$ cat src/common/hppc_pkg.sv
// ****************************************************************
// shared constants for the framed serial port pin control
// ****************************************************************
package hppc_pkg;

  // ****************************************************************
  // register bus
  // ****************************************************************
  localparam int          ADDR_W   = 8;      // byte address width
  localparam int          DATA_W   = 32;     // bus data width
  localparam logic [7:0]  OFS_CTRL = 8'h00;  // mode and direction bits
  localparam logic [7:0]  OFS_DIV  = 8'h04;  // generated clock half period
  localparam logic [7:0]  OFS_TXD  = 8'h08;  // word sent every frame
  localparam logic [7:0]  OFS_RXD  = 8'h0c;  // last word received
  localparam logic [7:0]  OFS_STAT = 8'h10;  // live status

  // ****************************************************************
  // control field positions
  // ****************************************************************
  localparam int CTRL_W      = 7;  // implemented control bits
  localparam int B_EN        = 0;  // port enable
  localparam int B_TXFS_OUT  = 1;  // tx frame sync drives pin
  localparam int B_TXCLK_OUT = 2;  // tx line clock drives pin
  localparam int B_RXFS_OUT  = 3;  // rx frame sync drives pin
  localparam int B_RXCLK_OUT = 4;  // rx line clock drives pin
  localparam int B_TX_FALL   = 5;  // launch on falling edge
  localparam int B_RX_FALL   = 6;  // capture on falling edge
  localparam logic [CTRL_W-1:0] CTRL_RST = 7'h00;  // all pins inputs

  // ****************************************************************
  // synchronised pin indexes
  // ****************************************************************
  localparam int PIN_N   = 5;
  localparam int P_TXCLK = 0;
  localparam int P_TXFS  = 1;
  localparam int P_RXCLK = 2;
  localparam int P_RXFS  = 3;
  localparam int P_RXD   = 4;

  // ****************************************************************
  // timing: line clock range against the system clock
  // ****************************************************************
  localparam longint CLK_HZ      = 10_000_000;  // system clock
  localparam longint LINE_MIN_HZ = 512_000;     // slowest line clock
  localparam longint LINE_MAX_HZ = 8_192_000;   // fastest line clock
  localparam int     DIV_W       = 8;
  // longest half period keeps the clock at or above the minimum
  localparam longint DIV_MAX_L   = CLK_HZ / (2 * LINE_MIN_HZ);
  // shortest half period keeps it at or below the maximum
  localparam longint DIV_MIN_C   =
    (CLK_HZ + 2 * LINE_MAX_HZ - 1) / (2 * LINE_MAX_HZ);
  localparam logic [DIV_W-1:0] DIV_MAX = DIV_W'(DIV_MAX_L);
  localparam logic [DIV_W-1:0] DIV_MIN =
    (DIV_MIN_C < 1) ? DIV_W'(1) : DIV_W'(DIV_MIN_C);
  localparam logic [DIV_W-1:0] DIV_RST = DIV_MAX;

endpackage

$ cat src/design/hppc_pin_sync.sv
`timescale 1ns/1ps
// ****************************************************************
// two-flop synchroniser with edge detect, one lane per pin
// ****************************************************************
module hppc_pin_sync
  #(parameter int W = 1)
  (
    // clock and reset
    input  wire logic         clk,
    input  wire logic         sys_rst,
    // raw pins
    input  wire logic [W-1:0] pin_in,
    // clean level and one-cycle edge pulses
    output logic      [W-1:0] level,
    output logic      [W-1:0] rise,
    output logic      [W-1:0] fall
  );

  logic [W-1:0] meta_r;   // first stage, read only by stage two
  logic [W-1:0] sync_r;   // second stage, safe level
  logic [W-1:0] prev_r;   // delayed copy for edges
  logic [W-1:0] meta_nxt;
  logic [W-1:0] sync_nxt;
  logic [W-1:0] prev_nxt;

  // next values: plain shift, pins idle high like the pull-ups
  always_comb
  begin
    meta_nxt = pin_in;
    sync_nxt = meta_r;
    prev_nxt = sync_r;
  end

  // registers
  always_ff @(posedge clk)
  begin
    if (sys_rst)
    begin
      meta_r <= '1;
      sync_r <= '1;
      prev_r <= '1;
    end
    else
    begin
      meta_r <= meta_nxt;
      sync_r <= sync_nxt;
      prev_r <= prev_nxt;
    end
  end

  // edges look at stages two and three only
  assign level = sync_r;
  assign rise  = sync_r & ~prev_r;
  assign fall  = ~sync_r & prev_r;

endmodule

$ cat src/design/hppc_top.sv
// The plain strobed port and the register offsets were left to the implementer.
`timescale 1ns/1ps
module hppc_top
  import hppc_pkg::*;
  #(parameter int FRAME_BITS = 8)
  (
    // clock and reset
    input  wire logic              clk,
    input  wire logic              sys_rst,
    // register port
    input  wire logic [ADDR_W-1:0] reg_addr,
    input  wire logic [DATA_W-1:0] reg_wdata,
    input  wire logic              reg_we,
    input  wire logic              reg_re,
    output logic      [DATA_W-1:0] reg_rdata,
    // transmit pins
    input  wire logic              tx_frame_sync_i,
    output logic                   tx_frame_sync_o,
    output logic                   tx_frame_sync_oe,
    input  wire logic              tx_line_clock_i,
    output logic                   tx_line_clock_o,
    output logic                   tx_line_clock_oe,
    output logic                   tx_serial_out_o,
    output logic                   tx_serial_out_oe,
    // receive pins
    input  wire logic              rx_frame_sync_i,
    output logic                   rx_frame_sync_o,
    output logic                   rx_frame_sync_oe,
    input  wire logic              rx_line_clock_i,
    output logic                   rx_line_clock_o,
    output logic                   rx_line_clock_oe,
    input  wire logic              rx_serial_in
  );

  localparam int CW = $clog2(FRAME_BITS + 1);  // bit counter width
  localparam logic [CW-1:0] LAST = CW'(FRAME_BITS - 1);
  localparam logic [CW-1:0] FULL = CW'(FRAME_BITS);

  // ****************************************************************
  // helpers
  // ****************************************************************
  // keep a written half period inside the legal line clock range
  function automatic logic [DIV_W-1:0] clamp_div(logic [DIV_W-1:0] v);
    if (v < DIV_MIN)
      return DIV_MIN;
    else if (v > DIV_MAX)
      return DIV_MAX;
    return v;
  endfunction

  // ****************************************************************
  // pin synchronisers
  // ****************************************************************
  logic [PIN_N-1:0] s_lvl;   // clean pin levels
  logic [PIN_N-1:0] s_rise;  // pin rising edges
  logic [PIN_N-1:0] s_fall;  // pin falling edges

  hppc_pin_sync #(.W(PIN_N)) u_sync (
    .clk     (clk),
    .sys_rst (sys_rst),
    .pin_in  ({rx_serial_in, rx_frame_sync_i, rx_line_clock_i,
               tx_frame_sync_i, tx_line_clock_i}),
    .level   (s_lvl),
    .rise    (s_rise),
    .fall    (s_fall)
  );

  // ****************************************************************
  // state
  // ****************************************************************
  logic [CTRL_W-1:0]     ctrl_r, ctrl_nxt;      // mode bits
  logic [DIV_W-1:0]      div_r, div_nxt;        // half period
  logic [FRAME_BITS-1:0] txd_r, txd_nxt;        // word to send
  logic [FRAME_BITS-1:0] rxw_r, rxw_nxt;        // word received
  logic                  rxv_r, rxv_nxt;        // new word flag
  logic [DATA_W-1:0]     rdata_r, rdata_nxt;    // read answer
  logic [DIV_W-1:0]      gcnt_r [2];            // generator counts
  logic [DIV_W-1:0]      gcnt_nxt [2];
  logic [1:0]            glvl_r, glvl_nxt;      // generated clocks
  logic [1:0]            grise, gfall;          // generated edges
  logic [3:0]            oe_r, oe_nxt;          // pin drive enables
  logic [CW-1:0]         tslot_r, tslot_nxt;    // tx frame position
  logic [CW-1:0]         tleft_r, tleft_nxt;    // tx bits still due
  logic [FRAME_BITS-1:0] tsh_r, tsh_nxt;        // tx shifter
  logic                  tbit_r, tbit_nxt;      // bit on the line
  logic                  tfs_r, tfs_nxt;        // tx frame sync out
  logic [CW-1:0]         rslot_r, rslot_nxt;    // rx frame position
  logic                  rfs_r, rfs_nxt;        // rx frame sync out
  logic [CW-1:0]         rcnt_r, rcnt_nxt;      // rx bits gathered
  logic [FRAME_BITS-1:0] rsh_r, rsh_nxt;        // rx shifter
  logic                  tx_launch, rx_cap, rx_launch;
  logic                  tx_start, rx_start;
  logic [FRAME_BITS-1:0] rsh_in;

  // ****************************************************************
  // next state
  // ****************************************************************
  always_comb
  begin
    ctrl_nxt  = ctrl_r;
    div_nxt   = div_r;
    txd_nxt   = txd_r;
    rxw_nxt   = rxw_r;
    rxv_nxt   = rxv_r;
    rdata_nxt = '0;
    glvl_nxt  = glvl_r;
    grise     = 2'b00;
    gfall     = 2'b00;
    tslot_nxt = tslot_r;
    tleft_nxt = tleft_r;
    tsh_nxt   = tsh_r;
    tbit_nxt  = tbit_r;
    tfs_nxt   = tfs_r;
    rslot_nxt = rslot_r;
    rfs_nxt   = rfs_r;
    rcnt_nxt  = rcnt_r;
    rsh_nxt   = rsh_r;
    rsh_in    = '0;
    for (int i = 0; i < 2; i++)
      gcnt_nxt[i] = gcnt_r[i];

    // register writes; direction bits come up as inputs
    if (reg_we)
    begin
      unique case (reg_addr)
        OFS_CTRL: ctrl_nxt = reg_wdata[CTRL_W-1:0];
        OFS_DIV:  div_nxt = clamp_div(reg_wdata[DIV_W-1:0]);
        OFS_TXD:  txd_nxt = reg_wdata[FRAME_BITS-1:0];
        default:  ;  // writes elsewhere are dropped
      endcase
    end

    // register reads; unmapped addresses read zero
    if (reg_re)
    begin
      unique case (reg_addr)
        OFS_CTRL: rdata_nxt = DATA_W'(ctrl_r);
        OFS_DIV:  rdata_nxt = DATA_W'(div_r);
        OFS_TXD:  rdata_nxt = DATA_W'(txd_r);
        OFS_RXD:  rdata_nxt = DATA_W'(rxw_r);
        OFS_STAT: rdata_nxt = DATA_W'({s_lvl[P_RXCLK], s_lvl[P_TXCLK],
                                        rxv_r});
        default:  rdata_nxt = '0;
      endcase
    end
    // reading the word clears its flag; a capture below still wins
    if (reg_re && reg_addr == OFS_RXD)
      rxv_nxt = 1'b0;

    // clock generators: index 0 transmit, 1 receive
    // both share one divider, which keeps the range check in one place
    for (int i = 0; i < 2; i++)
    begin
      if (!ctrl_r[B_EN] || !ctrl_r[i == 0 ? B_TXCLK_OUT : B_RXCLK_OUT])
      begin
        gcnt_nxt[i] = '0;    // parked high, like the pull-up
        glvl_nxt[i] = 1'b1;
      end
      else if (gcnt_r[i] >= div_r - DIV_W'(1))
      begin
        gcnt_nxt[i] = '0;
        glvl_nxt[i] = ~glvl_r[i];
        grise[i]    = ~glvl_r[i];
        gfall[i]    = glvl_r[i];
      end
      else
        gcnt_nxt[i] = gcnt_r[i] + DIV_W'(1);
    end

    // pick the active edges of each line clock
    // a pin clock near the top of the range is undersampled at this
    // system rate; the generated clock never is
    if (ctrl_r[B_TXCLK_OUT])
      tx_launch = ctrl_r[B_TX_FALL] ? gfall[0] : grise[0];
    else
      tx_launch = ctrl_r[B_TX_FALL] ? s_fall[P_TXCLK]
                                    : s_rise[P_TXCLK];
    if (ctrl_r[B_RXCLK_OUT])
    begin
      rx_cap    = ctrl_r[B_RX_FALL] ? gfall[1] : grise[1];
      rx_launch = ctrl_r[B_RX_FALL] ? grise[1] : gfall[1];
    end
    else
    begin
      rx_cap    = ctrl_r[B_RX_FALL] ? s_fall[P_RXCLK]
                                    : s_rise[P_RXCLK];
      rx_launch = ctrl_r[B_RX_FALL] ? s_rise[P_RXCLK]
                                    : s_fall[P_RXCLK];
    end
    tx_launch = tx_launch & ctrl_r[B_EN];
    rx_cap    = rx_cap & ctrl_r[B_EN];
    rx_launch = rx_launch & ctrl_r[B_EN];

    // transmit: frame starts on own slot zero or on the far sync
    tx_start = ctrl_r[B_TXFS_OUT] ? (tslot_r == '0)
                                  : s_lvl[P_TXFS];
    if (!ctrl_r[B_EN])
    begin
      tbit_nxt  = 1'b1;     // idle releases the line
      tfs_nxt   = 1'b0;
      tslot_nxt = '0;
      tleft_nxt = '0;
    end
    else if (tx_launch)
    begin
      tfs_nxt   = (tslot_r == '0);
      tslot_nxt = (tslot_r == LAST) ? '0 : tslot_r + CW'(1);
      if (tx_start)
      begin
        tbit_nxt  = txd_r[FRAME_BITS-1];   // msb first
        tsh_nxt   = {txd_r[FRAME_BITS-2:0], 1'b0};
        tleft_nxt = LAST;
      end
      else if (tleft_r != '0)
      begin
        tbit_nxt  = tsh_r[FRAME_BITS-1];
        tsh_nxt   = {tsh_r[FRAME_BITS-2:0], 1'b0};
        tleft_nxt = tleft_r - CW'(1);
      end
      else
        tbit_nxt = 1'b1;    // between frames the line floats high
    end

    // receive frame sync generation, on the edge opposite capture
    if (!ctrl_r[B_EN])
    begin
      rfs_nxt   = 1'b0;
      rslot_nxt = '0;
      rcnt_nxt  = '0;
    end
    else if (rx_launch)
    begin
      rfs_nxt   = (rslot_r == '0);
      rslot_nxt = (rslot_r == LAST) ? '0 : rslot_r + CW'(1);
    end

    // receive capture: sync marks the first bit of a word
    rx_start = ctrl_r[B_RXFS_OUT] ? rfs_r : s_lvl[P_RXFS];
    if (rx_cap)
    begin
      rsh_in = {rsh_r[FRAME_BITS-2:0], s_lvl[P_RXD]};
      if (rx_start)
      begin
        rsh_nxt  = {{(FRAME_BITS-1){1'b0}}, s_lvl[P_RXD]};
        rcnt_nxt = CW'(1);
      end
      else if (rcnt_r != '0)
      begin
        rsh_nxt  = rsh_in;
        rcnt_nxt = rcnt_r + CW'(1);
      end
      if (!rx_start && rcnt_r == LAST)
      begin
        rxw_nxt  = rsh_in;  // word complete
        rxv_nxt  = 1'b1;    // set wins over a same-cycle read
        rcnt_nxt = '0;
      end
    end

    // pin enables follow the direction bits only while enabled
    oe_nxt = ctrl_r[B_EN] ? {ctrl_r[B_RXCLK_OUT], ctrl_r[B_RXFS_OUT],
                              ctrl_r[B_TXCLK_OUT], ctrl_r[B_TXFS_OUT]}
                          : 4'h0;
  end

  // ****************************************************************
  // registers
  // ****************************************************************
  always_ff @(posedge clk)
  begin
    if (sys_rst)
    begin
      ctrl_r  <= CTRL_RST;
      div_r   <= DIV_RST;
      txd_r   <= '0;
      rxw_r   <= '0;
      rxv_r   <= 1'b0;
      rdata_r <= '0;
      glvl_r  <= 2'b11;
      gcnt_r  <= '{default: '0};
      oe_r    <= 4'h0;
      tslot_r <= '0;
      tleft_r <= '0;
      tsh_r   <= '0;
      tbit_r  <= 1'b1;
      tfs_r   <= 1'b0;
      rslot_r <= '0;
      rfs_r   <= 1'b0;
      rcnt_r  <= '0;
      rsh_r   <= '0;
    end
    else
    begin
      ctrl_r  <= ctrl_nxt;
      div_r   <= div_nxt;
      txd_r   <= txd_nxt;
      rxw_r   <= rxw_nxt;
      rxv_r   <= rxv_nxt;
      rdata_r <= rdata_nxt;
      glvl_r  <= glvl_nxt;
      gcnt_r  <= gcnt_nxt;
      oe_r    <= oe_nxt;
      tslot_r <= tslot_nxt;
      tleft_r <= tleft_nxt;
      tsh_r   <= tsh_nxt;
      tbit_r  <= tbit_nxt;
      tfs_r   <= tfs_nxt;
      rslot_r <= rslot_nxt;
      rfs_r   <= rfs_nxt;
      rcnt_r  <= rcnt_nxt;
      rsh_r   <= rsh_nxt;
    end
  end

  // ****************************************************************
  // outputs, all from flops; tx_serial_out_oe through an inverter
  // ****************************************************************
  assign reg_rdata        = rdata_r;
  assign tx_frame_sync_o  = tfs_r;
  assign tx_frame_sync_oe = oe_r[0];
  assign tx_line_clock_o  = glvl_r[0];
  assign tx_line_clock_oe = oe_r[1];
  assign rx_frame_sync_o  = rfs_r;
  assign rx_frame_sync_oe = oe_r[2];
  assign rx_line_clock_o  = glvl_r[1];
  assign rx_line_clock_oe = oe_r[3];
  // open drain: value is only ever low while driven
  assign tx_serial_out_o  = tbit_r;
  assign tx_serial_out_oe = ~tbit_r;

endmodule

$ cat config.mk
export PLATFORM = sky130hd
export DESIGN_NAME = hppc_top
export DESIGN_NICKNAME = d
export VERILOG_FILES = /design/src/common/hppc_pkg.sv /design/src/design/hppc_pin_sync.sv /design/src/design/hppc_top.sv
export SDC_FILE = /design/constraint.sdc
export NUM_CORES = 1
export LEC_CHECK = 0
export BUFFER_PORTS_ARGS = -buffer_cell sky130_fd_sc_hd__buf_4
export CORE_ASPECT_RATIO = 1.2
export CORE_MARGIN = 2
export CORE_UTILIZATION = 35
export DETAILED_ROUTE_END_ITERATION = 8
export PLACE_DENSITY = 0.63
export SYNTH_ARGS = -nofsm -noshare
export SYNTH_HDL_FRONTEND = slang
export SYNTH_SLANG_ARGS = --single-unit
$ cat constraint.sdc
create_clock -name clk -period 3.21 [get_ports clk]
set_input_delay 0.321 -clock clk [delete_from_list [all_inputs] [get_ports clk]]
set_output_delay 0.321 -clock clk [all_outputs]
set_load 0.05 [all_outputs]
### Yosys cells after proc, flatten, opt, wreduce, memory -nomap -nowiden

Index checks and enable logic that the tools add are counted.

* register bits after elaboration: 133
* bits in latches: 0
* bits in writable memories: 0
* bits in read-only memories: 0
* word-level logic and storage cells: 126
* memories kept: 0

* add/sub/neg operators: 7
* multiply operators: 0
* div/mod/pow operators: 0
* order comparisons: 4
* equal/unequal tests: 7
* shift operators: 0
* muxes and demuxes: 45
* bitwise operators: 12
* reductions and logical operators: 28

Operators by type and width (count)
* $mux W8: 5
* $pmux W8 S5: 1
* $mux W4: 9
* $mux W1: 28
* $add A8 B1 Y8 const B: 2
* $eq A8 B4 Y1 const B: 2
* $ge A8 B8 Y1: 2
* $mux W7: 2
* $add A4 B1 Y4 const B: 3
* $eq A4 B3 Y1 const B: 3
* $reduce_and A2 Y1: 6
* $eq A8 B3 Y1 const B: 1
* $eq A8 B5 Y1 const B: 1
* $gt A8 B4 Y1 const B: 1
* $logic_not A4 Y1: 2
* $logic_not A8 Y1: 1
* $lt A8 B1 Y1 const B: 1
* $reduce_bool A4 Y1: 2
* $reduce_or A2 Y1: 4
* $sub A8 B1 Y8 const B: 1
* $and A3 B3 Y3: 2
* $not A3 Y3: 2
* $reduce_or A3 Y1: 2
* $not A1 Y1: 5
* 7 further kinds: 15

### Longest topological paths before layout

* word-level depth: 8
* gate-level depth with buffers: 13
* mapped depth without buffers: 12

### By module

Synthesis repeated with hierarchy kept, for this count alone.

* cell total of the unflattened synthesis: 598
* area total of the unflattened synthesis: 5386.4 um^2

By module, submodules not included
* hppc_top: times used 1, cells each 557, area each 4918.5 um^2
* hppc_pin_sync: times used 1, cells each 41, area each 467.9 um^2

### Worst setup path after synthesis

OpenSTA, ideal clock, no wires.

* path kind: flip-flop to flip-flop
* start: register div_r[0]
* end: register rsh_r[6]
* arrival time: 2.652 ns
* data required time: 3.122 ns
* path slack: 0.470 ns
* stages on the path, launching flop included: 14
* path buffers: 1
* clock period less this slack: 2.740 ns
* cell sequence: dfxtp_1 > inv_1 > ha_1 > nand2_1 > xor2_1 > ha_1 > a21o_1 > a21oi_1 > o21ai_0 > maj3_2 > o2111a_1 > o21ba_1 > buf_6 > o32ai_2

* longest elaborated chain between the ends: 8
* elaborated cells on any way between the ends: 10
* those cells by class: add/sub (1); order compare (1); mux (6); bitwise (1); reduce/logical (1)

Ends and longest elaborated chain
* start: declaration: line hppc_top.sv:72 `logic [DIV_W-1:0] div_r, div_nxt;`
* start signal: assignment: line hppc_top.sv:295 `div_r <= div_nxt;`
* $sub A8 B1 Y8 *: line hppc_top.sv:159 `else if (gcnt_r[i] >= div_r - DIV_W'(1))`
* $ge A8 B8 Y1 *: line hppc_top.sv:159
* $mux W1: line hppc_top.sv:159
* $mux W1: line hppc_top.sv:154 `if (!ctrl_r[B_EN] || !ctrl_r[i == 0 ? B_TXCLK_OUT : B_RXCLK_OUT])`
* $mux W1 *: line hppc_top.sv:180 `rx_cap = ctrl_r[B_RX_FALL] ? gfall[1] : grise[1];`
* $mux W1 *: line hppc_top.sv:178 `if (ctrl_r[B_RXCLK_OUT])`
* $and A1 B1 Y1 *: line hppc_top.sv:191 `rx_cap = rx_cap & ctrl_r[B_EN];`
* $reduce_and A2 Y1 (no line) *
* end signal: assignment: line hppc_top.sv:311 `rsh_r <= rsh_nxt;`
* end: declaration: line hppc_top.sv:90 `logic [FRAME_BITS-1:0] rsh_r, rsh_nxt;`

Every way passes the cells marked *; elsewhere a longest branch is shown, timed or not.
A chain may end at the register's enable or synchronous reset.

### Worst setup path after layout

* start: register div_r[1]
* end: register rsh_r[6]

Same word-level chain as after synthesis.

==> impl_metrics.json <==
{
  "cts-root-to-sink-buffers": 2,
  "area_of_the_multi_input_gates_um2": 2930,
  "groute.layer.met2.usage": 0.273,
  "syn_avg_cell_area_um2": 8.65,
  "busiest_layer": "met2",
  "syn_area_um2": 5370,
  "fp.coreArea_um2": 15000,
  "cts_sinks": 107,
  "data_required_time_of_the_worst_path_ps": 3470,
  "die-area_um2": 16300,
  "synth_fa_ha_area_frac": 0.0534,
  "synthesis.yosys.warnings": 0,
  "n_fill_cell": 1512,
  "antenna_violations_before_repair": 0,
  "tritoncts": "yes",
  "regArea_um2": 2140,
  "design.portCount": 91,
  "rsz_0062_raised_after_global_routing": "false",
  "totalWireLength_um": 12600,
  "remaining_number_of_nets_flagged_by_the_antenna_check_after_routing": 0,
  "worst_setup_path_end_kind": "register",
  "largest_fanout_on_the_critical_path": 7,
  "reg2reg_depth": 11,
  "die_height_um": 140,
  "synth_edf_count": 0,
  "crit_top_cell": "sky130_fd_sc_hd__ha_1",
  "cp_cell_sequence": "inv_1 -> ha_1 -> xnor2_1 -> ha_1 -> a21o_1 -> a31oi_1 -> o21ai_0 -> maj3_2 -> o2111a_2 -> o21ba_1 -> o32ai_2",
  "antenna_cells_inserted": 0,
  "clock-skew-final_ps": 7.72,
  "timing.slew.headroom": 0.387,
  "nets": 730,
  "fmaxAchievable_mhz": 340,
  "compound_gate_portion_of_the_synthesized_area": 0.153,
  "netlist_instances": 620,
  "post_route_cells_drive_above_1_share": 0.169,
  "outcome": "completed",
  "switching_share": 0.234,
  "grt_overall_usage": 0.165,
  "synthSimpleGateAreaFrac": 0.216,
  "wire_per_inst_um": 14.6,
  "power_leakage_nw": 2.38,
  "finalSetupViolCount": 0,
  "vias_per_cell": 5.12,
  "hold_viol": 0,
  "synth.yosys.seq_area_share": 0.399,
  "period_minus_slack_ps": 2940,
  "setup.worst_path.start_class": "register",
  "max-vdd-ir-drop_mv": 0.273,
  "cts.root.buffer_cell": "sky130_fd_sc_hd__clkbuf_16",
  "post_synth_xor_area_fraction": 0.0375,
  "dp_hpwl_um": 9530,
  "routabilityCongestion": 0.906,
  "die_width_um": 117,
  "timing_worst_setup_path_type": "reg2reg",
  "r2r-end": "rsh_r[6]",
  "pwr-share-seq": 0.534,
  "cp_slowest_stage_delay_ps": 390,
  "clock_power_share": 0.408,
  "gr-total-overflow": 0,
  "drv_slew": 0,
  "worstMarginPinSlew_ps": 905,
  "ys_ff_latch": 107,
  "crit_slowest_cell": "sky130_fd_sc_hd__maj3_2",
  "area_growth_pct": 14.6,
  "critical_path_arrival_ps": 3200,
  "ff_to_ff_setup_slack_ps": 270,
  "worst_path_clk_slew_ps": 70,
  "pin_count_of_the_biggest_net_entering_global_routing": 49,
  "pwr-share-comb": 0.058,
  "power_density_nw_per_um2": 407,
  "first_global_vias": 4379,
  "hold_path_end": "u_sync.meta_r[3]",
  "post-route-period-util": 0.917,
  "num_vias": 4442,
  "timing.rr.start": "div_r[1]",
  "cts_made_buffers": 9,
  "ys_async_sr_fraction": 0,
  "remaining_drc_errors": 0,
  "postSynth.topFlopCell": "sky130_fd_sc_hd__dfxtp_1",
  "synth_top_family_by_area": "simple AND/OR/NAND/NOR gates",
  "cellInternalPower_mw": 1.92,
  "io_buffers": 42,
  "setup_tns_ps": 0,
  "detail_route.iter0.violations": 228,
  "clkLatencyLatePin_ps": 350,
  "cts_max_level": 3,
  "grt_first_pass_wirelength_um": 21400,
  "cp_top_family": "compound AO/OA/AOI/OAI gates",
  "yosys.cell_types.count": 61,
  "cap_violations": 0,
  "drtPass1Iterations": 5,
  "initial_core_util": 0.357,
  "hold_path_depth": 2,
  "muxShareOfSynthArea": 0.0641,
  "worst-path-buf-inv": 1,
  "global_route.usage.met1": 0.209,
  "final.hold.worst_slack_ps": 153,
  "fp-row-count": 49,
  "groute.layer.met3.usage": 0.0261,
  "holdCritPathClass": "in2reg",
  "net-switching-power_uw": 587,
  "worst_hold_startpoint": "rx_frame_sync_i"
}
-- worst max-delay path by stage --
stage	end	depth (start not counted)	startpoint
2_1_floorplan	rsh_r[6]	13	div_r[0]
3_3_place_gp	rsh_r[6]	12	div_r[0]
3_5_place_dp	rsh_r[6]	12	div_r[0]
4_1_cts	rsh_r[6]	12	div_r[0]
5_1_grt	rsh_r[6]	12	div_r[1]
6_report	rsh_r[6]	11	div_r[1]
-- timing repair --
item                       in CTS  in global routing
gates resized for setup         0                  6
buffers inserted                0                  1
hold buffers                    0                  0
setup endpoints to repair       0                 45
-- worst register-to-register path: stages (launching register included) --
cell                       delay, ps
sky130_fd_sc_hd__dfxtp_1         340
sky130_fd_sc_hd__inv_1            60
sky130_fd_sc_hd__ha_1            230
sky130_fd_sc_hd__xnor2_1         240
sky130_fd_sc_hd__ha_1            300
sky130_fd_sc_hd__a21o_1          200
sky130_fd_sc_hd__a31oi_1         120
sky130_fd_sc_hd__o21ai_0         140
sky130_fd_sc_hd__maj3_2          390
sky130_fd_sc_hd__o2111a_2        340
sky130_fd_sc_hd__o21ba_1         280
sky130_fd_sc_hd__o32ai_2         220
-- cell families (layout without fill, tap and decap cells) --
family          after synthesis  count (layout)
other cells                   1              24
compound gates              119             119
buf+inv                      79             100
fa+ha+maj                    23              23
mux                          33              33
simple gates                235             235
flops                       107             107
xor+xnor                     23              23
-- final cells by class --
class                           instances  share of cell area
Clock inverter                          4             0.00427
Tap cell                              204              0.0415
Clock buffer                           12              0.0401
Timing Repair Buffer                   60              0.0753
Inverter                               24              0.0147
Sequential cell                       107               0.348
Multi-Input combinational cell        457               0.476
-- placed cells by master (no fill, tap or decap), types with 4 or more instances in the layout --
cell type                     n
sky130_fd_sc_hd__a31oi_1      5
sky130_fd_sc_hd__nand2b_1     5
sky130_fd_sc_hd__nor2_1      53
sky130_fd_sc_hd__inv_1       24
sky130_fd_sc_hd__a21oi_1     36
sky130_fd_sc_hd__nor3b_1      5
sky130_fd_sc_hd__o22ai_1      5
sky130_fd_sc_hd__nand3_1     40
sky130_fd_sc_hd__nand4_1      4
sky130_fd_sc_hd__nand2_1     56
sky130_fd_sc_hd__or2_2       13
sky130_fd_sc_hd__xor2_1      14
sky130_fd_sc_hd__and3_1      17
sky130_fd_sc_hd__clkbuf_16    9
sky130_fd_sc_hd__a22oi_1      7
sky130_fd_sc_hd__a211oi_1     9
sky130_fd_sc_hd__a22o_1       4
sky130_fd_sc_hd__ha_1        22
sky130_fd_sc_hd__o211ai_1    19
sky130_fd_sc_hd__mux2i_1     22
sky130_fd_sc_hd__buf_4       59
sky130_fd_sc_hd__nor2b_1      5
sky130_fd_sc_hd__conb_1      24
sky130_fd_sc_hd__xnor2_1      8
sky130_fd_sc_hd__mux2_2      11
sky130_fd_sc_hd__dfxtp_1    107
sky130_fd_sc_hd__o21ai_0      4
sky130_fd_sc_hd__a21o_1       5
sky130_fd_sc_hd__nor3_1      16
-- Yosys cell counts (all sizes together), types with 8 or more instances --
cell    instances  area share
clkbuf         23       0.016
or2            15       0.017
xor2           15       0.024
buf            32       0.043
dfxtp         107        0.40
mux2i          22       0.041
a21oi          36       0.034
xnor2           8       0.013
and3           17       0.020
nand3          40       0.037
a211oi         10       0.014
mux2           11       0.023
ha             22       0.051
inv            24       0.017
nor3           18       0.018
nor2           53       0.037
o211ai         19       0.027
nand2          56       0.039
-- power groups by stage --
stage / logic [mW] / clock network (mW) / registers (mW)
2_1_floorplan: 0.126 / 0 / 1.37
3_3_place_gp: 0.142 / 0 / 1.37
3_5_place_dp: 0.143 / 0 / 1.37
4_1_cts: 0.143 / 1.05 / 1.34
5_1_grt: 0.155 / 1.11 / 1.34
6_report: 0.145 / 1.02 / 1.34
-- stage by stage --
| step | power (mW) | std cells | util | setup slack (ps) | area [um^2] |
|---|---|---|---|---|---|
| after floorplan | 1.49 | 643 | - | 470 | 5450 |
| after global placement | 1.51 | 851 | 0.389 | 225 | 5840 |
| after detailed placement | 1.51 | 851 | 0.389 | 195 | 5840 |
| after CTS | 2.53 | 867 | 0.407 | 160 | 6120 |
| after global routing | 2.60 | 868 | 0.409 | 41.1 | 6150 |
| final | 2.50 | 868 | 0.409 | 268 | 6150 |
-- per-layer routing --
metal / routed length, um / up-vias
met5: 0 / -
met4: 336 / 0
met3: 485 / 24
met2: 6280 / 109
met1: 5540 / 2092
li1: - / 2217
-- state kept, by name (all words and copies together) (netlist names), 7 cells and up --
name	flops
rsh_r	7
tsh_r	7
txd_r	8
reg_rdata	8
ctrl_r	7
gcnt_r	16
div_r	8
rxw_r	8
(Power assumes the default switching activity.)
